<file path="src/rtl/cmp1r_pkg.sv">
// package: register addresses, field positions, reset values and codes for the comparator regs
package cmp1r_pkg;
    // special function register addresses
    localparam logic [7:0] CMP1R_CTRL_ADDR = 8'h9a;
    localparam logic [7:0] CMP1R_MODE_ADDR = 8'h9c;
    localparam logic [7:0] CMP1R_SEL_ADDR  = 8'h9f;
    // reset values
    localparam logic [7:0] CMP1R_CTRL_RST  = 8'h00;
    localparam logic [7:0] CMP1R_MODE_RST  = 8'h02;
    localparam logic [7:0] CMP1R_SEL_RST   = 8'h00;
    // control register field positions
    localparam int CMP1R_ON_BIT     = 7;
    localparam int CMP1R_RESULT_BIT = 6;
    localparam int CMP1R_RISE_BIT   = 5;
    localparam int CMP1R_FALL_BIT   = 4;
    localparam int CMP1R_HYP_LSB    = 2;
    localparam int CMP1R_HYN_LSB    = 0;
    // mode register field positions
    localparam int CMP1R_RIE_BIT    = 5;
    localparam int CMP1R_FIE_BIT    = 4;
    localparam int CMP1R_SPEED_LSB  = 0;
    // input select field positions
    localparam int CMP1R_NSEL_LSB   = 4;
    localparam int CMP1R_PSEL_LSB   = 0;
    // writable masks; unused pairs stay zero
    localparam logic [7:0] CMP1R_MODE_MASK = 8'h33;
    localparam logic [7:0] CMP1R_SEL_MASK  = 8'h33;
    // hysteresis amount codes
    typedef enum logic [1:0] {
        CMP1R_HYS_OFF = 2'b00,
        CMP1R_HYS_5MV = 2'b01,
        CMP1R_HYS_10MV = 2'b10,
        CMP1R_HYS_20MV = 2'b11
    } cmp1r_hys_t;
    // response speed codes
    typedef enum logic [1:0] {
        CMP1R_SPD_FAST = 2'b00,
        CMP1R_SPD_MID1 = 2'b01,
        CMP1R_SPD_MID2 = 2'b10,
        CMP1R_SPD_LOWP = 2'b11
    } cmp1r_speed_t;
endpackage : cmp1r_pkg

</file>
<file path="src/rtl/cmp1r_sync.sv">
// two-flop synchroniser with edge detection for the raw comparator output
`timescale 1ns/1ps
module cmp1r_sync (
    // clock and reset
    input  wire logic clock,
    input  wire logic rst_n,
    // raw asynchronous level
    input  wire logic async_in,
    // synchronised level and edge pulses
    output logic      level,
    output logic      rise_pulse,
    output logic      fall_pulse
);
    logic meta_reg;     // first stage, read only by second stage
    logic meta_next;
    logic sync_reg;     // second stage
    logic sync_next;
    logic prev_reg;     // delayed copy for edges
    logic prev_next;

    // next values of the chain
    always_comb begin
        meta_next = async_in;
        sync_next = meta_reg;
        prev_next = sync_reg;
    end

    // register stage
    always_ff @(posedge clock) begin
        if (!rst_n) begin
            meta_reg <= 1'b0;
            sync_reg <= 1'b0;
            prev_reg <= 1'b0;
        end else begin
            meta_reg <= meta_next;
            sync_reg <= sync_next;
            prev_reg <= prev_next;
        end
    end

    // one pulse per settled transition
    assign level      = sync_reg;
    assign rise_pulse = sync_reg & ~prev_reg;
    assign fall_pulse = ~sync_reg & prev_reg;
endmodule : cmp1r_sync

</file>
<file path="src/rtl/cmp1r_regs.sv">
// control, input select and mode register bank for the second comparator
`timescale 1ns/1ps
//
// Contract
// - enable bit seven powers comparator, output valid
// - bit six reads comparator result, read-only
// - rising output edge sets rise flag
// - falling output edge sets fall flag
// - positive hysteresis code: off,5,10,20 mV
// - negative hysteresis code: off,5,10,20 mV
// - negative input selects one of four pins
// - positive input selects one of four pins
// - unused bit pairs read zero, ignore writes
// - rise interrupt only with rise enable
// - fall interrupt only with fall enable
// - mode code sets response speed versus power
// - edge flags stay set until software clears
// - disabled comparator output drives logic low
module cmp1r_regs
    import cmp1r_pkg::*;
(
    // clock and reset
    input  wire logic              clock,
    input  wire logic              rst_n,
    // special function register port
    input  wire logic [7:0]        sfr_addr,
    input  wire logic [7:0]        sfr_wdata,
    input  wire logic              sfr_wr,
    input  wire logic              sfr_rd,
    output logic      [7:0]        sfr_rdata,
    // analog comparator raw result
    input  wire logic              cmp_raw,
    // analog controls
    output logic                   cmp_on,
    output cmp1r_pkg::cmp1r_hys_t  pos_hysteresis_code,
    output cmp1r_pkg::cmp1r_hys_t  neg_hysteresis_code,
    output cmp1r_pkg::cmp1r_speed_t response_speed_code,
    output logic      [1:0]        pos_input_select,
    output logic      [1:0]        neg_input_select,
    // digital results
    output logic                   cmp_port_out,
    output logic                   cmp_irq
);
    import cmp1r_pkg::*;

    // write strobe decode
    function automatic logic hit(input logic [7:0] a, input logic [7:0] ref_a);
        hit = (a == ref_a);
    endfunction

    logic       on_reg;          // enable
    logic       on_next;
    logic       rise_reg;        // rise_event_flag
    logic       rise_next;
    logic       fall_reg;        // fall_event_flag
    logic       fall_next;
    logic [1:0] hyp_reg;         // positive hysteresis
    logic [1:0] hyp_next;
    logic [1:0] hyn_reg;         // negative hysteresis
    logic [1:0] hyn_next;
    logic [7:0] mode_reg;        // masked mode register
    logic [7:0] mode_next;
    logic [7:0] sel_reg;         // masked input select
    logic [7:0] sel_next;
    logic [7:0] rdata_reg;       // read data
    logic [7:0] rdata_next;
    logic       port_reg;        // port pin copy
    logic       port_next;
    logic       irq_reg;         // interrupt request
    logic       irq_next;
    logic       cmp_result;      // synchronised result
    logic       rise_pulse;
    logic       fall_pulse;
    logic       wr_ctrl;
    logic [7:0] ctrl_view;       // control register as read

    // synchroniser for the asynchronous analog output
    cmp1r_sync u_sync (
        .clock      (clock),
        .rst_n      (rst_n),
        .async_in   (cmp_raw & on_reg),
        .level      (cmp_result),
        .rise_pulse (rise_pulse),
        .fall_pulse (fall_pulse)
    );

    assign wr_ctrl = sfr_wr & hit(sfr_addr, CMP1R_CTRL_ADDR);

    // control register read view
    always_comb begin
        ctrl_view = 8'h00;
        ctrl_view[CMP1R_ON_BIT]     = on_reg;
        ctrl_view[CMP1R_RESULT_BIT] = cmp_result;
        ctrl_view[CMP1R_RISE_BIT]   = rise_reg;
        ctrl_view[CMP1R_FALL_BIT]   = fall_reg;
        ctrl_view[CMP1R_HYP_LSB+:2] = hyp_reg;
        ctrl_view[CMP1R_HYN_LSB+:2] = hyn_reg;
    end

    // next register state
    always_comb begin
        on_next    = on_reg;
        hyp_next   = hyp_reg;
        hyn_next   = hyn_reg;
        rise_next  = rise_reg;
        fall_next  = fall_reg;
        mode_next  = mode_reg;
        sel_next   = sel_reg;
        // software writes; result bit ignored
        if (wr_ctrl) begin
            on_next   = sfr_wdata[CMP1R_ON_BIT];
            hyp_next  = sfr_wdata[CMP1R_HYP_LSB+:2];
            hyn_next  = sfr_wdata[CMP1R_HYN_LSB+:2];
            rise_next = sfr_wdata[CMP1R_RISE_BIT];
            fall_next = sfr_wdata[CMP1R_FALL_BIT];
        end
        if (sfr_wr && hit(sfr_addr, CMP1R_MODE_ADDR)) begin
            mode_next = sfr_wdata & CMP1R_MODE_MASK;
        end
        if (sfr_wr && hit(sfr_addr, CMP1R_SEL_ADDR)) begin
            sel_next = sfr_wdata & CMP1R_SEL_MASK;
        end
        // hardware set wins over a clearing write; flags sticky
        if (rise_pulse) begin
            rise_next = 1'b1;
        end
        if (fall_pulse) begin
            fall_next = 1'b1;
        end
        // read mux; unmapped address reads zero
        case (sfr_addr)
            CMP1R_CTRL_ADDR: rdata_next = ctrl_view;
            CMP1R_MODE_ADDR: rdata_next = mode_reg;
            CMP1R_SEL_ADDR:  rdata_next = sel_reg;
            default:         rdata_next = 8'h00;
        endcase
        if (!sfr_rd) begin
            rdata_next = rdata_reg;
        end
        // port copy is low when disabled
        port_next = on_reg & cmp_result;
        // interrupt from enabled flags
        irq_next = (rise_next & mode_next[CMP1R_RIE_BIT])
                 | (fall_next & mode_next[CMP1R_FIE_BIT]);
    end

    // register stage
    always_ff @(posedge clock) begin
        if (!rst_n) begin
            on_reg    <= CMP1R_CTRL_RST[CMP1R_ON_BIT];
            rise_reg  <= CMP1R_CTRL_RST[CMP1R_RISE_BIT];
            fall_reg  <= CMP1R_CTRL_RST[CMP1R_FALL_BIT];
            hyp_reg   <= CMP1R_CTRL_RST[CMP1R_HYP_LSB+:2];
            hyn_reg   <= CMP1R_CTRL_RST[CMP1R_HYN_LSB+:2];
            mode_reg  <= CMP1R_MODE_RST;
            sel_reg   <= CMP1R_SEL_RST;
            rdata_reg <= 8'h00;
            port_reg  <= 1'b0;
            irq_reg   <= 1'b0;
        end else begin
            on_reg    <= on_next;
            rise_reg  <= rise_next;
            fall_reg  <= fall_next;
            hyp_reg   <= hyp_next;
            hyn_reg   <= hyn_next;
            mode_reg  <= mode_next;
            sel_reg   <= sel_next;
            rdata_reg <= rdata_next;
            port_reg  <= port_next;
            irq_reg   <= irq_next;
        end
    end

    // outputs straight from flops
    assign sfr_rdata           = rdata_reg;
    assign cmp_on              = on_reg;
    assign pos_hysteresis_code = cmp1r_hys_t'(hyp_reg);
    assign neg_hysteresis_code = cmp1r_hys_t'(hyn_reg);
    assign response_speed_code = cmp1r_speed_t'(mode_reg[CMP1R_SPEED_LSB+:2]);
    assign neg_input_select    = sel_reg[CMP1R_NSEL_LSB+:2];
    assign pos_input_select    = sel_reg[CMP1R_PSEL_LSB+:2];
    assign cmp_port_out        = port_reg;
    assign cmp_irq             = irq_reg;
endmodule : cmp1r_regs

</file>
<file path="config.mk">
export PLATFORM = sky130hd
export DESIGN_NAME = cmp1r_regs
export DESIGN_NICKNAME = d
export VERILOG_FILES = /design/src/rtl/cmp1r_pkg.sv /design/src/rtl/cmp1r_sync.sv /design/src/rtl/cmp1r_regs.sv
export SDC_FILE = /design/constraint.sdc
export NUM_CORES = 1
export LEC_CHECK = 0
export ABC_AREA = 1
export BUFFER_PORTS_ARGS = -buffer_cell sky130_fd_sc_hd__buf_4
export CAP_MARGIN = 20
export CELL_PAD_IN_SITES_DETAIL_PLACEMENT = 0
export CELL_PAD_IN_SITES_GLOBAL_PLACEMENT = 1
export CORE_ASPECT_RATIO = 0.8
export CORE_MARGIN = 2
export CORE_UTILIZATION = 34
export DETAILED_ROUTE_END_ITERATION = 12
export PLACE_DENSITY = 0.88
export RECOVER_POWER = 25
export SYNTH_ARGS = -nofsm -noshare
export SYNTH_HDL_FRONTEND = slang
export SYNTH_SLANG_ARGS = --single-unit
</file>
<file path="constraint.sdc">
create_clock -name clock -period 1.01 [get_ports clock]
set_clock_uncertainty 0.05 [all_clocks]
set_input_delay 0 -clock clock [delete_from_list [all_inputs] [get_ports clock]]
set_output_delay 0 -clock clock [all_outputs]
set_load 0.005 [all_outputs]
</file>
==> results.toml, run 1 <==
[run_status]
outcome = "complete, no violations"

[critical_path]
kind_of_end_point_of_the_critical_path = "flop"
worst-setup-path-type = "flop to flop"
critical_path_peak_fanout = 2
timing.reg2reg.worst_path_depth = 5
regToRegEndpoint = "cmp_irq$_SDFF_PN0_"
critical_path_rt_ps = 1190
worst_setup_path_start_kind = "flop"
setup.reg_to_reg.worst_slack_ps = 50
reg2reg_from = "u_sync.level$_SDFF_PN0_"
critical_path.startpoint = "u_sync.level$_SDFF_PN0_"
cp_data_arrival_time_ps = 1140

[sta]
fmax_ghz = 1.041
slew_headroom_pct = 67.95
fin_crit_ps = 960.5
post-route-period-util_pct = 95.10
tightestPinTransition_ps = 480.2
final_max_slew_viol_count = 0
setup_total_negative_slack_ps = 0
hold_viol = 0
report.final.setup_viol = 0

[detailed_routing]
route.detailed.drc = 0
drt.antenna.violating_nets = 0
dr.first_iter.drc_count = 69
sum_of_routed_wire_length_over_all_layers_mm = 3.019
drt-pass1-iter-count = 4
routed-via-count = 1216
post_drt_wl_per_cell_um = 11.48
vias_per_cell = 4.624

[hold_path]
timing.hold.worst.class = "primary input to flop"
hold_path_end = "mode_reg[4]$_SDFF_PN0_"
worstHoldPathCells = 3
hold_path_startpoint = "sfr_wr"

[clock_network]
post_cts.repair.setup_buffers = 0
cts.path.max_buffers = 2
cts_sinks = 28
clkTransAtPathRegs_ps = 90
numCtsBuffers = 3
tritoncts = "built"
clk_root_buffer_cell = "clkbuf_8"
clock_tree.htree_level_count = 1
clock_latency_ps = 270

[global_routing]
largest_net_degree_at_the_start_of_global_routing = 17
via_count_of_the_first_global_routing_pass = 1126
initial_antenna_violation_count = 0
gr-total-overflow = 0
first_pass_grt_wire_length_mm = 5.168
track_usage_pct = 15.97

[synth]
synth.cell_area_sq_um = 1220
syn_inst = 164
synth_warnings = 0
synth.lib_cells_used.distinct = 20
sequential_cell_area_fraction_in_the_yosys_report_pct = 45.95
dominant_cell_type_by_area_after_synthesis = "dfxtp_1"
synth.ff_latch_count = 28
syn_nets = 185
synth.avg_cell_area_sq_um = 7.439
synthTopCellsByArea = "dfxtp_1 (46%), nand2_1 (14%), a21oi_1 (8.2%)"
yosysTopAreaCellShare_pct = 45.95

[die]
io_pins = 42
effective_utilization_at_floorplan_pct = 35.64
dieArea_sq_um = 4086
core_area_sq_um = 3423
placementRows = 19
dieWidth_um = 70.97
die_height_um = 57.58

[power_and_ir_drop]
total_leakage_power_uw = 0.0008164
ir_worst_vdd_uv = 933.5
power_density_over_the_cells_nw_per_um2 = 1237

[cells_and_area]
sequential_cell_area_sq_um = 560.5
largest_reg_flops = 8
final.fill_count = 357
final_nets = 243
antenna_cells_inserted = 0
fin_util_pct = 51.39
post_route_cells_drive_above_1_share_pct = 30.32
area_growth_syn_to_layout_pct = 44.21
final_cell_mix = "nand2_1 (44), buf_4 (44), dfxtp_1 (28)"
multi_input_area_sq_um = 543.0

[flow_run]
drv.max_cap_violation_count = 0

[placement]
io_buffer_count = 40
routabilityCongestion = 0.8321
hpwl_mm = 2.281
-- how the worst max path moves through the flow --
stage	to	slack, ps
after floorplan	cmp_irq$_SDFF_PN0_	90
after CTS	cmp_irq$_SDFF_PN0_	40
after detailed placement	cmp_irq$_SDFF_PN0_	-110
after global placement	cmp_irq$_SDFF_PN0_	-50
after global routing	cmp_irq$_SDFF_PN0_	-3
final	cmp_irq$_SDFF_PN0_	50
-- critical path, stage by stage, from the launching register on --
cell and delay [ps]:
dfxtp_1 340, inv_1 50, or2_2 280, nand3_2 80
nand2_1 50, nand2_1 60
-- synthesized netlist by cell type, drive strengths merged --
| library cell | count |
|---|---|
| buf | 4 |
| dfxtp | 28 |
| a21oi | 20 |
| o21ai | 9 |
| nand3 | 22 |
| inv | 19 |
| nand2 | 48 |
| nand4 | 1 |
| or2 | 1 |
| nor2 | 10 |
| clkbuf | 2 |
-- area by class of cell --
type / count / share of cell area, %
Sequential cell: 28 / 31.86
Clock inverter: 1 / 1.707
Multi-Input combinational cell: 111 / 30.87
Inverter: 19 / 4.196
Clock buffer: 3 / 2.347
Timing Repair Buffer: 59 / 26.03
Tap cell: 42 / 2.987
-- metrics by stage --
stage	power [uW]	cells	hold slack (ps)	setup WS, ps	cell area [sq um]
global placement	1310	250	166.8	-54.47	1603
floorplan	1208	164	71.70	89.12	1220
detailed placement	1310	250	173.3	-107.8	1603
global route	2273	263	47.50	-2.785	1759
finish	2177	263	33.83	49.53	1759
CTS	2202	263	29.92	38.00	1764
-- cell families (layout without fill, tap and decap cells) --
group                  after synthesis  count (layout)  share of synthesized area (%)
and+or+nand+nor                     82              82                          32.41
buffers and inverters               25              82                          9.744
DFF                                 28              28                          45.95
AOI/OAI and AO/OA                   29              29                          11.90
-- routing by layer --
layer	part of all wire, %	vias up	GRT usage (%)
met5	0	-	0
met4	0	0	1.617
met3	5.1	0	4.240
met2	42	28	24.17
met1	52	550	23.72
li1	-	638	-
-- what timing repair did --
| item | 4_1_cts | 5_1_grt |
|---|---|---|
| endpoints found under the setup margin | 0 | 2 |
| endpoints found under the hold margin | 18 | 0 |
| hold buffers | 9 | 0 |
| resized for setup | 0 | 2 |
-- power breakdown --
group | switching, uW | internal [uW]
Combinational | 92.6 | 101
Sequential | 4.26 | 1110
Clock | 337 | 531
Total | 434 | 1740
(Power assumes the default switching activity.)
==> inputs of run 2 (changes only) <==
Settings changed: CELL_PAD_IN_SITES_DETAIL_PLACEMENT 0 to not set, CELL_PAD_IN_SITES_GLOBAL_PLACEMENT 1 to not set, CORE_UTILIZATION 34 to 48, PLACE_DENSITY 0.88 to not set, PLACE_DENSITY_LB_ADDON set to 0.3.
==> results.toml, run 2 (synthesis gave the netlist of run 1 again) <==
[clock_network]
clkTransAtPathRegs_ps = 130
clock_tree.htree_level_count = 1
holdBufCountCts = 10
clk_root_buffer_cell = "clkbuf_4"
post_cts.repair.setup_buffers = 0
tritoncts = "built"
clock_latency_ps = 320
cts.path.max_buffers = 2
cts_sinks = 28
numCtsBuffers = 3

[cells_and_area]
layout.cells.most_common = "nand2_1"
antenna_cells_inserted = 0
area_growth_syn_to_layout_pct = 40.00
final.fill_count = 209
final_cell_count_no_fill = 253
final_design_area_no_fill_sq_um = 1708
post_route_cells_drive_above_1_share_pct = 30.41
largest_reg_flops = 8
final_cell_mix = "nand2_1 (44), buf_4 (42), dfxtp_1 (28)"
final_nets = 240

[die]
dieWidth_um = 60.37
dieArea_sq_um = 2963
core_area_sq_um = 2422
io_pins = 42
die_height_um = 49.09
effective_utilization_at_floorplan_pct = 50.36
placementRows = 16

[global_routing]
track_usage_pct = 23.85
first_pass_grt_wire_length_mm = 5.195
initial_antenna_violation_count = 0
largest_net_degree_at_the_start_of_global_routing = 16
gr-total-overflow = 0
via_count_of_the_first_global_routing_pass = 1140

[sta]
grt_setup_unrepaired = "true"
tightestPinTransition_ps = 408.7
post-route-period-util_pct = 96.97
slew_headroom_pct = 72.72
hold_viol = 15
fmax_ghz = 1.021
report.final.setup_viol = 0
hold-worst-slack_ps = -72.52
fin_crit_ps = 979.4
final_max_slew_viol_count = 0

[critical_path]
critical_path_rt_ps = 1190
worst_setup_path_start_kind = "primary input"
timing.reg2reg.worst_path_depth = 5
critical_path_peak_fanout = 8
worst-setup-path-type = "primary input to flop"
kind_of_end_point_of_the_critical_path = "flop"
cp_data_arrival_time_ps = 1160

[detailed_routing]
dr.first_iter.drc_count = 72
route.detailed.drc = 0
vias_per_cell = 4.881
post_drt_wl_per_cell_um = 12.59
routed-via-count = 1235
drt.antenna.violating_nets = 0
sum_of_routed_wire_length_over_all_layers_mm = 3.185
drt-pass1-iter-count = 4

[placement]
hpwl_mm = 2.344
placed_cells = 240
routabilityCongestion = 0.9072
io_buffer_count = 40
dpl_cell_area_sq_um = 1565

[run_status]
failed_checks = "negative hold slack"
outcome = "finished, violations left"

[power_and_ir_drop]
comb_power_share_pct = 11.2
p_int_uw = 1354
p_switching_uw = 398.4
seqPwrFrac_pct = 63.8
clock_power_share_pct = 25.0
power.switching_fraction_pct = 22.73
ir_worst_vdd_uv = 867.4
power_density_over_the_cells_nw_per_um2 = 1026
total_leakage_power_uw = 0.0007858

[flow_run]
drv.max_cap_violation_count = 0

[hold_path]
worstHoldPathCells = 3
timing.hold.worst.class = "primary input to flop"
[run 2: cell count changes in the layout (fill, tap and decap cells not counted), sizes merged]
cell         before  now
dlygate4sd3       9   10
bufinv            1    0
clkbuf            9    7
buf              44   42
[run 2: worst max-delay path, stage by stage]
cell	delay, ps
dlygate4sd3_1	530
buf_4	170
nand3_4	130
nand2_1	90
nand3_1	80
nand3_1	90
nand2_1	60
[run 2: per-stage QoR]
stage          setup slack [ps]  util (%)  total power (uW)  TNS [ps]  hold WS, ps
6_report                  30.59     70.51              1752         0       -72.52
5_1_grt                  -29.61     70.51              1827    -29.61       -83.49
4_1_cts                   18.37     69.73              1757         0       -81.22
3_5_place_dp             -106.9     64.62              1305    -783.3        182.5
3_3_place_gp             -37.01     64.62              1300    -102.7        175.9
2_1_floorplan             89.12         -              1208         0        71.70
[run 2: final timing paths]
path	slack (ps)	to	startpoint
worst max register to register	50	cmp_irq$_SDFF_PN0_	u_sync.level$_SDFF_PN0_
worst min register to register	380	u_sync.level$_SDFF_PN0_	u_sync.meta_reg$_SDFF_PN0_
worst min-delay path	-70	u_sync.level$_SDFF_PN0_	rst_n
worst max-delay path	30	cmp_irq$_SDFF_PN0_	sfr_wr
[run 2: area by class of cell]
cell class | instances | area [sq um] | area share [%]
timing repair buffer | 56 | 442.9 | 25.93
multi-input combinational | 111 | 563.0 | 32.97
sequential | 28 | 560.5 | 32.82
clock buffer | 3 | 22.52 | 1.319
inverter | 19 | 73.82 | 4.322
tap | 36 | 45.04 | 2.637
[run 2: power groups by stage]
| stage | sequential (uW) | clock, uW | combinational, uW |
|---|---|---|---|
| after floorplan | 1140 | 0 | 65.6 |
| after global placement | 1140 | 0 | 159 |
| after detailed placement | 1140 | 0 | 162 |
| after CTS | 1120 | 446 | 193 |
| after global routing | 1120 | 492 | 215 |
| final | 1120 | 437 | 197 |
[run 2: timing repair]
action / CTS / global route
hold endpoints to repair: 28 / 15
endpoints found under the setup margin: 1 / 7
resized for setup: 1 / 4
gates cloned: 0 / 0
[run 2: layer usage]
| layer | wire length (um) | share of wire, % | track usage [%] |
|---|---|---|---|
| met1 | 1347 | 42 | 32.33 |
| met2 | 1585 | 50 | 37.32 |
| met3 | 213 | 6.7 | 6.897 |
| met4 | 38 | 1.2 | 5.556 |
| met5 | 0 | 0 | 0 |
==> inputs of run 3 (changes only) <==
Settings changed: RECOVER_POWER 25 to 50.
==> results.toml, run 3 (synthesis gave the netlist of run 1 again) <==
[cells_and_area]
layout.cells.most_common = "nand2_1"
final.fill_count = 209
final_nets = 240
post_route_cells_drive_above_1_share_pct = 30.41
largest_reg_flops = 8
sequential_cell_area_sq_um = 560.5
antenna_cells_inserted = 0
final_cell_mix = "nand2_1 (44), buf_4 (33), dfxtp_1 (28)"
area_growth_syn_to_layout_pct = 40.00
multi_input_area_sq_um = 563.0

[sta]
post-route-period-util_pct = 96.40
final_max_slew_viol_count = 0
slew_headroom_pct = 72.64
tightestPinTransition_ps = 409.9
grt_setup_unrepaired = "true"
hold_viol = 15
report.final.setup_viol = 0
setup_total_negative_slack_ps = 0
hold-worst-slack_ps = -73.12
fmax_ghz = 1.027
fin_crit_ps = 973.7

[die]
dieWidth_um = 60.37
core_area_sq_um = 2422
effective_utilization_at_floorplan_pct = 50.36
placementRows = 16
die_height_um = 49.09
io_pins = 42
dieArea_sq_um = 2963

[critical_path]
worst_setup_path_start_kind = "primary input"
kind_of_end_point_of_the_critical_path = "flop"
worst-setup-path-type = "primary input to flop"
timing.reg2reg.worst_path_depth = 5
setup.reg_to_reg.worst_slack_ps = 50
critical_path.startpoint = "sfr_wr"
regToRegEndpoint = "cmp_irq$_SDFF_PN0_"
reg2reg_from = "u_sync.level$_SDFF_PN0_"
critical_path_rt_ps = 1190
critical_path_peak_fanout = 8
cp_data_arrival_time_ps = 1160
timing.critical_path.to = "cmp_irq$_SDFF_PN0_"

[clock_network]
clk_root_buffer_cell = "clkbuf_4"
numCtsBuffers = 3
cts.path.max_buffers = 2
clkTransAtPathRegs_ps = 130
cts_sinks = 28
post_cts.repair.setup_buffers = 0
clock_latency_ps = 320
tritoncts = "built"
holdBufCountCts = 10
clock_tree.htree_level_count = 1

[hold_path]
timing.hold.worst.class = "primary input to flop"

[power_and_ir_drop]
post-layout-total-power_uw = 1753
total_leakage_power_uw = 0.0007816
power_density_over_the_cells_nw_per_um2 = 1026
ir_worst_vdd_uv = 865.2

[detailed_routing]
drt-pass1-iter-count = 4
drt.antenna.violating_nets = 0
post_drt_wl_per_cell_um = 12.55
sum_of_routed_wire_length_over_all_layers_mm = 3.176
dr.first_iter.drc_count = 56
route.detailed.drc = 0
routed-via-count = 1221
vias_per_cell = 4.826

[global_routing]
via_count_of_the_first_global_routing_pass = 1140
first_pass_grt_wire_length_mm = 5.195
initial_antenna_violation_count = 0
track_usage_pct = 23.85
largest_net_degree_at_the_start_of_global_routing = 16
gr-total-overflow = 0

[run_status]
failed_checks = "negative hold slack"
outcome = "finished, violations left"

[placement]
hpwl_mm = 2.344
io_buffer_count = 40
routabilityCongestion = 0.9072

[flow_run]
drv.max_cap_violation_count = 0
## run 3: changes by cell type in the layout (fill, tap and decap cells not counted)
cell / delta
clkbuf_4: +9
buf_4: -9
## run 3: cell type report
cell class / instances / share of cell area, %
Sequential cell: 28 / 32.82
Clock buffer: 3 / 1.319
Multi-Input combinational cell: 111 / 32.97
Timing Repair Buffer: 56 / 25.93
Inverter: 19 / 4.322
Tap cell: 36 / 2.637
## run 3: per-layer routing
metal | track usage (%) | up-vias | routed length (um)
met1 | 32.33 | 543 | 1351
li1 | - | 631 | -
met2 | 37.32 | 42 | 1574
met5 | 0 | - | 0
met4 | 5.556 | 0 | 38
met3 | 6.897 | 5 | 212
## run 3: worst min-delay path by stage
stage               startpoint                         end  slack, ps  cells after the start
floorplan              cmp_raw  u_sync.meta_reg$_SDFF_PN0_         70                      2
global placement       cmp_raw  u_sync.meta_reg$_SDFF_PN0_        180                      3
detailed placement     cmp_raw  u_sync.meta_reg$_SDFF_PN0_        180                      3
CTS                      rst_n     u_sync.level$_SDFF_PN0_        -80                      3
global route             rst_n     u_sync.level$_SDFF_PN0_        -80                      3
finish                   rst_n     u_sync.level$_SDFF_PN0_        -70                      3
## run 3: where the power goes
group / internal, uW / total (uW) / switching (uW)
clock: 140 / 438 / 298
combinational: 100 / 196 / 95.9
sequential: 1110 / 1120 / 4.99
## run 3: timing repair
action                                 in CTS  in global routing
setup endpoints to repair                   1                  7
endpoints found under the hold margin      28                 15
pin swaps                                   0                  0
gates resized for setup                     1                  4
## run 3: critical path, cell delays in order
cell and delay [ps]:
dlygate4sd3_1 530, buf_4 170, nand3_4 130, nand2_1 90
nand3_1 80, nand3_1 90, nand2_1 60
## run 3: stage by stage
step	setup slack (ps)	area, sq um	util (%)	std cells
detailed placement	-106.9	1565	64.62	240
global placement	-37.01	1565	64.62	240
CTS	18.37	1689	69.73	253
global route	-29.61	1708	70.51	253
floorplan	89.12	1220	-	164
finish	36.34	1708	70.51	253
